`src/rtl/dcwd_pkg.sv`:
```
// Constants and types shared by both ends of the drive command word decoder
// Notes on behaviour
// - Four energy counters, each 0 to 999
// - Command source encodes four channels, terminals default
// - Fieldbus reported only when module present
// - Non-I/O control modes use CiA402 layout
// - Master sets bit 0 for switch-on
// - Bit 1 low disables voltage
// - Bit 2 low requests quick stop
// - Bit 3 high enables operation, runs
// - Fault acknowledged on bit 7 rising edge
// - Bit 8 high halts, stays operation enabled
// - Master keeps reserved bits zero (host clears them only when its CiA402 control bit is set)
// - Two-wire bit 0 is forward level
// - Fixed low bits follow terminals, not remappable
// - Fixed bits act only on active channel
// - Three-wire bit 0 is run authorization
// - Three-wire forward on bit 1 rising edge
// - Reference channel uses same four-source encoding
package dcwd_pkg;

  // ---------------------------------------------------------------
  // Widths and link register map
  // ---------------------------------------------------------------
  localparam int DATA_W = 16;
  localparam int ADDR_W = 3;
  localparam int ENERGY_W = 10;
  localparam logic [2:0] REG_ENERGY_GWH = 3'h0;
  localparam logic [2:0] REG_ENERGY_MWH = 3'h1;
  localparam logic [2:0] REG_ENERGY_KWH = 3'h2;
  localparam logic [2:0] REG_ENERGY_WH = 3'h3;
  localparam logic [2:0] REG_CMD_SOURCE = 3'h4;
  localparam logic [2:0] REG_COMMAND_WORD = 3'h5;
  localparam logic [2:0] REG_REF_SOURCE = 3'h6;
  localparam logic [2:0] REG_PRE_RAMP_REF = 3'h7;
  localparam logic [15:0] COMMAND_WORD_RESET = 16'h0000;
  localparam logic [9:0] ENERGY_MAX = 10'h3e7;
  localparam logic [9:0] ENERGY_RESET = 10'h000;

  // ---------------------------------------------------------------
  // Command word fields
  // ---------------------------------------------------------------
  localparam int BIT_SWITCH_ON = 0;
  localparam int BIT_VOLTAGE = 1;
  localparam int BIT_QUICK_STOP = 2;
  localparam int BIT_ENABLE_OP = 3;
  localparam int BIT_FAULT_RESET = 7;
  localparam int BIT_HALT = 8;
  localparam int BIT_IO_FORWARD_2W = 0;
  localparam int BIT_IO_RUN_AUTH = 0;
  localparam int BIT_IO_FORWARD_3W = 1;
  localparam logic [15:0] RESERVED_MASK = 16'h0670;

  // ---------------------------------------------------------------
  // Channels and control modes
  // ---------------------------------------------------------------
  typedef enum logic [1:0] {
    TERMINAL_BLOCK_SOURCE = 2'h0,
    REMOTE_DISPLAY_SOURCE = 2'h1,
    MODBUS_SOURCE = 2'h2,
    FIELDBUS_MODULE_SOURCE = 2'h3
  } dcwd_src_t;
  localparam logic [1:0] CTRL_CIA402_SEP = 2'h0;
  localparam logic [1:0] CTRL_CIA402_NSEP = 2'h1;
  localparam logic [1:0] CTRL_IO_PROFILE = 2'h2;

  // ---------------------------------------------------------------
  // Host Wishbone register map
  // ---------------------------------------------------------------
  localparam logic [1:0] HREG_CTRL = 2'h0;
  localparam logic [1:0] HREG_WDATA = 2'h1;
  localparam logic [1:0] HREG_RDATA = 2'h2;
  localparam logic [1:0] HREG_STAT = 2'h3;
  localparam int CTL_GO = 0;
  localparam int CTL_WE = 1;
  localparam int CTL_ADDR_LSB = 4;
  localparam int CTL_CIA = 8;

endpackage : dcwd_pkg

```
`src/rtl/dcwd_link_if.sv`:
```
// Register link between the command master and the decoder
`timescale 1ns/1ns
interface dcwd_link_if;
  logic req;
  logic we;
  logic [dcwd_pkg::ADDR_W-1:0] addr;
  logic [dcwd_pkg::DATA_W-1:0] wdata;
  logic [dcwd_pkg::DATA_W-1:0] rdata;
  logic ack;

  modport dev (input req, input we, input addr, input wdata, output rdata, output ack);
  modport host (output req, output we, output addr, output wdata, input rdata, input ack);
endinterface : dcwd_link_if

```
`src/rtl/dcwd_device.sv`:
```
// Decoder end: command word register, decode, channel report, energy counters
`timescale 1ns/1ns
module dcwd_device (
  // Clock and reset
  input wire logic clk_i,
  input wire logic rst_i,
  // Register link
  dcwd_link_if.dev link,
  // Configuration
  input wire logic [1:0] ctrl_mode_i,
  input wire logic io_three_wire_i,
  input wire logic [1:0] cmd_channel_sel_i,
  input wire logic [1:0] ref_channel_sel_i,
  input wire logic [1:0] word_channel_i,
  input wire logic fieldbus_present_i,
  // Measurements
  input wire logic energy_wh_tick_i,
  input wire logic [15:0] pre_ramp_ref_i,
  // CiA402 commands
  output logic switch_on_o,
  output logic voltage_enable_o,
  output logic quick_stop_o,
  output logic enable_op_o,
  output logic fault_ack_o,
  output logic halt_o,
  // I/O profile commands
  output logic io_forward_o,
  output logic io_run_auth_o,
  // Raw word for assignable bits
  output logic [15:0] user_bits_o
);
  typedef struct packed {
    logic [15:0] word;
    logic [15:0] prev;
    logic fb_meta;
    logic fb_sync;
    logic ack;
    logic [15:0] rdata;
    logic [15:0] ref_val;
    logic [1:0] cmd_src;
    logic [1:0] ref_src;
    logic switch_on;
    logic voltage_en;
    logic quick_stop;
    logic enable_op;
    logic fault_ack;
    logic halt;
    logic io_forward;
    logic io_run_auth;
  } dcwd_dev_state_t;

  dcwd_dev_state_t state_q;
  dcwd_dev_state_t state_d;

  logic [9:0] energy [4];
  logic [4:0] carry;

  // ---------------------------------------------------------------
  // Energy counters, Wh stage first
  // ---------------------------------------------------------------
  assign carry[0] = energy_wh_tick_i;

  for (genvar g = 0; g < 4; g++) begin : g_energy
    dcwd_energy_digit #(
      .MAX_COUNT(dcwd_pkg::ENERGY_MAX)
    ) u_digit (
      .clk_i(clk_i),
      .rst_i(rst_i),
      .inc_i(carry[g]),
      .count_o(energy[g]),
      .carry_o(carry[g+1])
    );
  end

  // ---------------------------------------------------------------
  // Next state
  // ---------------------------------------------------------------
  always_comb begin
    logic [15:0] rise;
    logic io_mode;
    logic chan_active;
    logic [1:0] cmd_src;
    logic [1:0] ref_src;
    rise = 16'h0000;
    io_mode = 1'b0;
    chan_active = 1'b0;
    cmd_src = cmd_channel_sel_i;
    ref_src = ref_channel_sel_i;
    state_d = state_q;

    // Presence pin is asynchronous to this clock
    state_d.fb_meta = fieldbus_present_i;
    state_d.fb_sync = state_q.fb_meta;
    state_d.ref_val = pre_ramp_ref_i;

    // absent module falls back to terminals
    if (cmd_src == 2'(dcwd_pkg::FIELDBUS_MODULE_SOURCE) && !state_q.fb_sync) begin
      cmd_src = 2'(dcwd_pkg::TERMINAL_BLOCK_SOURCE);
    end
    if (ref_src == 2'(dcwd_pkg::FIELDBUS_MODULE_SOURCE) && !state_q.fb_sync) begin
      ref_src = 2'(dcwd_pkg::TERMINAL_BLOCK_SOURCE);
    end
    state_d.cmd_src = cmd_src;
    state_d.ref_src = ref_src;

    // Link access: one ack per request, dropped the next cycle
    state_d.ack = 1'b0;
    if (link.req && !state_q.ack) begin
      state_d.ack = 1'b1;
      if (link.we && link.addr == dcwd_pkg::REG_COMMAND_WORD) begin
        state_d.word = link.wdata;
      end
      unique case (link.addr)
        dcwd_pkg::REG_ENERGY_GWH: state_d.rdata = {6'h00, energy[3]};
        dcwd_pkg::REG_ENERGY_MWH: state_d.rdata = {6'h00, energy[2]};
        dcwd_pkg::REG_ENERGY_KWH: state_d.rdata = {6'h00, energy[1]};
        dcwd_pkg::REG_ENERGY_WH: state_d.rdata = {6'h00, energy[0]};
        dcwd_pkg::REG_CMD_SOURCE: state_d.rdata = {14'h0000, state_q.cmd_src};
        dcwd_pkg::REG_COMMAND_WORD: state_d.rdata = state_q.word;
        dcwd_pkg::REG_REF_SOURCE: state_d.rdata = {14'h0000, state_q.ref_src};
        dcwd_pkg::REG_PRE_RAMP_REF: state_d.rdata = state_q.ref_val;
      endcase
    end

    state_d.prev = state_q.word;
    rise = state_q.word & ~state_q.prev;

    // anything but I/O profile is CiA402
    io_mode = (ctrl_mode_i == dcwd_pkg::CTRL_IO_PROFILE);
    // fixed bits need the active channel
    chan_active = (word_channel_i == state_q.cmd_src);

    state_d.switch_on = 1'b0;
    state_d.voltage_en = 1'b0;
    state_d.quick_stop = 1'b0;
    state_d.enable_op = 1'b0;
    state_d.fault_ack = 1'b0;
    state_d.halt = 1'b0;
    state_d.io_forward = 1'b0;
    state_d.io_run_auth = 1'b0;

    if (!io_mode) begin
      state_d.switch_on = state_q.word[dcwd_pkg::BIT_SWITCH_ON];
      state_d.voltage_en = state_q.word[dcwd_pkg::BIT_VOLTAGE];
      state_d.quick_stop = ~state_q.word[dcwd_pkg::BIT_QUICK_STOP];
      state_d.enable_op = state_q.word[dcwd_pkg::BIT_ENABLE_OP];
      state_d.fault_ack = rise[dcwd_pkg::BIT_FAULT_RESET];
      state_d.halt = state_q.word[dcwd_pkg::BIT_HALT];
    end else if (chan_active) begin
      // fixed terminal mapping of low bits
      if (!io_three_wire_i) begin
        state_d.io_forward = state_q.word[dcwd_pkg::BIT_IO_FORWARD_2W];
      end else begin
        state_d.io_run_auth = state_q.word[dcwd_pkg::BIT_IO_RUN_AUTH];
        state_d.io_forward = rise[dcwd_pkg::BIT_IO_FORWARD_3W] & state_q.word[dcwd_pkg::BIT_IO_RUN_AUTH];
      end
    end
  end

  // ---------------------------------------------------------------
  // State register
  // ---------------------------------------------------------------
  always_ff @(posedge clk_i) begin
    if (rst_i) begin
      state_q <= '0;
      state_q.word <= dcwd_pkg::COMMAND_WORD_RESET;
      state_q.prev <= dcwd_pkg::COMMAND_WORD_RESET;
      state_q.cmd_src <= 2'(dcwd_pkg::TERMINAL_BLOCK_SOURCE);
      state_q.ref_src <= 2'(dcwd_pkg::TERMINAL_BLOCK_SOURCE);
    end else begin
      state_q <= state_d;
    end
  end

  // ---------------------------------------------------------------
  // Outputs
  // ---------------------------------------------------------------
  assign link.ack = state_q.ack;
  assign link.rdata = state_q.rdata;
  assign switch_on_o = state_q.switch_on;
  assign voltage_enable_o = state_q.voltage_en;
  assign quick_stop_o = state_q.quick_stop;
  assign enable_op_o = state_q.enable_op;
  assign fault_ack_o = state_q.fault_ack;
  assign halt_o = state_q.halt;
  assign io_forward_o = state_q.io_forward;
  assign io_run_auth_o = state_q.io_run_auth;
  // Assignable bits are passed raw; their use lies outside this block
  assign user_bits_o = state_q.word;
endmodule : dcwd_device

```
`src/rtl/dcwd_energy_digit.sv`:
```
// One 0..999 stage of the cascaded energy counter
`timescale 1ns/1ns
module dcwd_energy_digit #(
  parameter logic [9:0] MAX_COUNT = dcwd_pkg::ENERGY_MAX
) (
  // Clock and reset
  input wire logic clk_i,
  input wire logic rst_i,
  // Count
  input wire logic inc_i,
  output logic [9:0] count_o,
  output logic carry_o
);
  typedef struct packed {
    logic [9:0] count;
  } dcwd_digit_t;

  dcwd_digit_t state_q;
  dcwd_digit_t state_d;

  // Zero would make the stage wrap on every tick
  if (MAX_COUNT == 10'h000) begin : g_bad_max
    $error("MAX_COUNT must be nonzero");
  end

  always_comb begin
    state_d = state_q;
    if (inc_i) begin
      state_d.count = (state_q.count == MAX_COUNT) ? dcwd_pkg::ENERGY_RESET : state_q.count + 10'h001;
    end
  end

  always_ff @(posedge clk_i) begin
    if (rst_i) begin
      state_q.count <= dcwd_pkg::ENERGY_RESET;
    end else begin
      state_q <= state_d;
    end
  end

  assign count_o = state_q.count;
  assign carry_o = inc_i && (state_q.count == MAX_COUNT);
endmodule : dcwd_energy_digit

```
`src/flat_wrapper.sv`:
```
// flat-port wrapper written by rule: the top's interface ports become plain ports
module dcwd_device_flat 
  (clk_i, rst_i, ctrl_mode_i, io_three_wire_i, cmd_channel_sel_i, ref_channel_sel_i, word_channel_i, fieldbus_present_i, energy_wh_tick_i, pre_ramp_ref_i, switch_on_o, voltage_enable_o, quick_stop_o, enable_op_o, fault_ack_o, halt_o, io_forward_o, io_run_auth_o, user_bits_o, link_req, link_we, link_addr, link_wdata, link_rdata, link_ack);
  dcwd_link_if link_i ();
  input wire logic clk_i;
  input wire logic rst_i;
  input wire logic [1:0] ctrl_mode_i;
  input wire logic io_three_wire_i;
  input wire logic [1:0] cmd_channel_sel_i;
  input wire logic [1:0] ref_channel_sel_i;
  input wire logic [1:0] word_channel_i;
  input wire logic fieldbus_present_i;
  input wire logic energy_wh_tick_i;
  input wire logic [15:0] pre_ramp_ref_i;
  output logic switch_on_o;
  output logic voltage_enable_o;
  output logic quick_stop_o;
  output logic enable_op_o;
  output logic fault_ack_o;
  output logic halt_o;
  output logic io_forward_o;
  output logic io_run_auth_o;
  output logic [15:0] user_bits_o;
  input wire logic [$bits(link_i.req)-1:0] link_req;
  input wire logic [$bits(link_i.we)-1:0] link_we;
  input wire logic [$bits(link_i.addr)-1:0] link_addr;
  input wire logic [$bits(link_i.wdata)-1:0] link_wdata;
  output wire logic [$bits(link_i.rdata)-1:0] link_rdata;
  output wire logic [$bits(link_i.ack)-1:0] link_ack;
  assign link_i.req = link_req;
  assign link_i.we = link_we;
  assign link_i.addr = link_addr;
  assign link_i.wdata = link_wdata;
  assign link_rdata = link_i.rdata;
  assign link_ack = link_i.ack;
  dcwd_device u_core (.clk_i(clk_i), .rst_i(rst_i), .link(link_i), .ctrl_mode_i(ctrl_mode_i), .io_three_wire_i(io_three_wire_i), .cmd_channel_sel_i(cmd_channel_sel_i), .ref_channel_sel_i(ref_channel_sel_i), .word_channel_i(word_channel_i), .fieldbus_present_i(fieldbus_present_i), .energy_wh_tick_i(energy_wh_tick_i), .pre_ramp_ref_i(pre_ramp_ref_i), .switch_on_o(switch_on_o), .voltage_enable_o(voltage_enable_o), .quick_stop_o(quick_stop_o), .enable_op_o(enable_op_o), .fault_ack_o(fault_ack_o), .halt_o(halt_o), .io_forward_o(io_forward_o), .io_run_auth_o(io_run_auth_o), .user_bits_o(user_bits_o));
endmodule
```
`config.mk`:
```
export PLATFORM = sky130hd
export DESIGN_NAME = dcwd_device_flat
export DESIGN_NICKNAME = d
export VERILOG_FILES = /design/src/rtl/dcwd_pkg.sv /design/src/rtl/dcwd_link_if.sv /design/src/rtl/dcwd_device.sv /design/src/rtl/dcwd_energy_digit.sv /design/src/flat_wrapper.sv
export SDC_FILE = /design/constraint.sdc
export NUM_CORES = 1
export LEC_CHECK = 0
export ABC_AREA = 1
export BUFFER_PORTS_ARGS = -buffer_cell sky130_fd_sc_hd__buf_2
export CAP_MARGIN = 20
export CORE_MARGIN = 2
export CORE_UTILIZATION = 48
export DETAILED_ROUTE_END_ITERATION = 16
export PLACE_DENSITY = 0.72
export SYNTH_ARGS = -nofsm -noshare
export SYNTH_HDL_FRONTEND = slang
export SYNTH_SLANG_ARGS = --single-unit
```
`constraint.sdc`:
```
create_clock -name clk_i -period 2.6 [get_ports clk_i]
set_input_delay 0.52 -clock clk_i [delete_from_list [all_inputs] [get_ports clk_i]]
set_output_delay 0.52 -clock clk_i [all_outputs]
set_load 0.02 [all_outputs]
```
==> results.json <==
{
  "status": "completed",
  "clock.fmax_mhz": 539.5,
  "relSlewSlack_pct": 47.62,
  "wl_um": 13050,
  "yosysTopAreaCell": "dfxtp_1",
  "rows": 38,
  "clkLatencyLatePin_ps": 390,
  "dpl-instance-area_mm2": 0.005642,
  "r2r_slack_ps": 750,
  "ys_seq_area_share_pct": 39.70,
  "required_ps": 2890,
  "min-delay-start": "pre_ramp_ref_i[12]",
  "die_y_um": 109.0,
  "drtPass1Iterations": 5,
  "drt_iter0_markers": 434,
  "cts_max_path_buffers": 2,
  "layout-drive-gt1-share_pct": 16.06,
  "ir_drop_mv": 0.2547,
  "crit_path_start_kind": "register",
  "ys_types": 34,
  "dr_total_vias": 4923,
  "final_nets": 896,
  "syn_to_final_growth_pct": 10.59,
  "p_leak_nw": 2.739,
  "h-tree-depth": 3,
  "grt_max_degree": 48,
  "setup_viol": 0,
  "worstMarginPinSlew_ps": 777.5,
  "antenna_found_initial": 0,
  "reg2reg_from": "u_core.g_energy[1].u_digit.count_o[0]",
  "synth.avg_cell_area_um2": 6.711,
  "num_io_pins": 91,
  "ys_top_cells_by_area": "dfxtp_1 (40%), nand2_1 (10%), inv_1 (9.7%), nor2_1 (7.7%), o21ai_0 (5.6%)",
  "synth_area_mm2": 0.005295,
  "postRouteAntennaNets": 0,
  "cp-startpoint": "u_core.g_energy[1].u_digit.count_o[0]",
  "grt_setup_unrepaired": "no",
  "die_width_um": 109.0,
  "timing.final.ws_setup_ps": 746.5,
  "path_buf_inv": 1,
  "grt_overflow": 0,
  "synth_edf_count": 0,
  "numCtsBuffers": 9,
  "synth_top_area_share_pct": 39.70,
  "post-route-min-period_ps": 1854,
  "critPathTopFamily": "simple AND/OR/NAND/NOR gates",
  "min_path_type": "in2reg",
  "n_antenna_cell": 0,
  "slew_viol_final": 0,
  "design_area_mm2": 0.005856,
  "start_util_pct": 49.06,
  "cts.repair.resized": 0,
  "grt.total_usage_pct": 22.54,
  "grt_pass1_vias": 4398,
  "max_stage_delay_ps": 460,
  "pre_cts_ws_ps": 674.0,
  "clock-root-buffer": "clkbuf_8",
  "routedWlPerCell_um": 13.22,
  "crit_chain": "ha_1 > nand2_2 > nor2_2 > nand3_1 > nor2_2 > inv_1 > nor2_1 > nor2_1",
  "synthCells": 789,
  "cts_tree": "done",
  "via_per_inst": 4.988,
  "dieArea_mm2": 0.01189,
  "setup_tns_ps": 0,
  "clock_skew_ps": 7.485,
  "critical_path_arrival_ps": 2140,
  "hold_buffers": 0,
  "ys.flop_type": "dfxtp_1",
  "grt_pass1_wl_um": 20640,
  "synth_nets": 843,
  "hold_viol": 0,
  "core_area_mm2": 0.01079,
  "crit_type": "reg2reg",
  "clock-sinks": 105,
  "max_cap_viol_count": 0,
  "clk_pin_slew_ps": 110,
  "synth_seq_cells": 105,
  "drcViolationCount": 0,
  "crit_path_max_fanout": 6,
  "async_flop_share_pct": 0,
  "period_share_pct": 71.29,
  "crit_path_top_delay_cell": "dfxtp_1",
  "portBuffers": 90,
  "dp.final_hpwl_um": 9862,
  "cts_setup_buffers": 0,
  "gp_congestion": 0.9249,
  "end_kind": "register",
  "yosys_warnings": 0,
  "powerDensity_mw_per_mm2": 515.6
}
area by class of cell:
cell class | instances | area [um^2]
inverter | 143 | 536.8
timing repair buffer | 96 | 508.0
multi-input combinational | 487 | 2320
fill | 1072 | 4937
clock inverter | 7 | 90.09
sequential | 105 | 2102
tap | 140 | 175.2
clock buffer | 9 | 123.9
synthesized netlist by cell type, types with 4 or more instances:
master / instances
a211oi_1: 4
o211ai_1: 4
dfxtp_1: 105
nand4_1: 27
a21oi_1: 47
xor2_1: 6
buf_2: 6
inv_2: 4
nand3_1: 31
buf_4: 33
nor2_1: 109
nand3b_1: 4
nand2_1: 148
nor3_1: 12
nand3_2: 4
o22ai_1: 6
nor2_2: 6
nand2_2: 4
inv_1: 137
o21ai_0: 59
ha_1: 4
clkbuf_1: 11
path summary, 6_finish.rpt:
| kind | endpoint | cells after the start |
|---|---|---|
| hold reg to reg | u_core.fault_ack_o | 1 |
| setup reg to reg | u_core.g_energy[2].u_digit.count_o[2] | 8 |
| setup / recovery | u_core.g_energy[2].u_digit.count_o[2] | 8 |
| hold / removal | u_core.state_q[24] | 3 |
flip-flops by register name, summed over array words and instances (netlist names), 16 cells and up:
name / cells
u_core.user_bits_o: 16
u_core.link.rdata: 16
u_core.state_q: 23
u_core.g_energy.u_digit.count_o: 40
worst reg2reg max path: cells and delay by family (launching register included):
family / cells / cell delay, ps
and+or+nand+nor: 6 / 910
DFF: 1 / 460
adders and majority gates: 1 / 240
buffers and inverters: 1 / 160
logic make-up (layout without fill, tap and decap cells):
| logic type | Yosys count | after routing | share of synthesized area [%] |
|---|---|---|---|
| compound gates | 123 | 123 | 12.17 |
| xor+xnor | 8 | 8 | 1.323 |
| fa+ha+maj | 4 | 4 | 0.9452 |
| buf+inv | 197 | 255 | 16.49 |
| flops | 105 | 105 | 39.70 |
| simple gates | 352 | 352 | 29.37 |
through the flow:
| stage | instances | hold slack, ps | power, W | utilization (%) |
|---|---|---|---|---|
| floorplan | 789 | 373.2 | 0.001861 | - |
| global placement | 971 | 395.1 | 0.001942 | 52.27 |
| detailed placement | 971 | 398.6 | 0.001944 | 52.27 |
| CTS | 987 | 310.2 | 0.003035 | 54.25 |
| global route | 987 | 306.4 | 0.003137 | 54.25 |
| finish | 987 | 323.9 | 0.003019 | 54.25 |
where the power goes:
group          internal (W)  total [W]  switching (W)  leakage [nW]
logic             0.0000850   0.000249       0.000164          1.77
registers           0.00164    0.00166      0.0000169         0.854
clock network      0.000475    0.00111       0.000636         0.110
total               0.00220    0.00302       0.000816          2.74
layer usage:
metal	up-vias	share of wire [%]	GRT usage, %
met1	2180	46	28.29
li1	2544	-	-
met5	-	0	0
met4	0	2.6	9.890
met2	172	45	38.07
met3	27	6.2	3.586
cell usage in the layout, fill, tap and decap left out, drive strengths merged, types with 9 or more instances in the layout:
cell      n
nand2   153
inv     146
nor2    117
dfxtp   105
buf      96
o21ai    61
a21oi    47
nand3    35
nand4    28
nor3     12
clkbuf    9
Power figures use the tool's default switching activity.
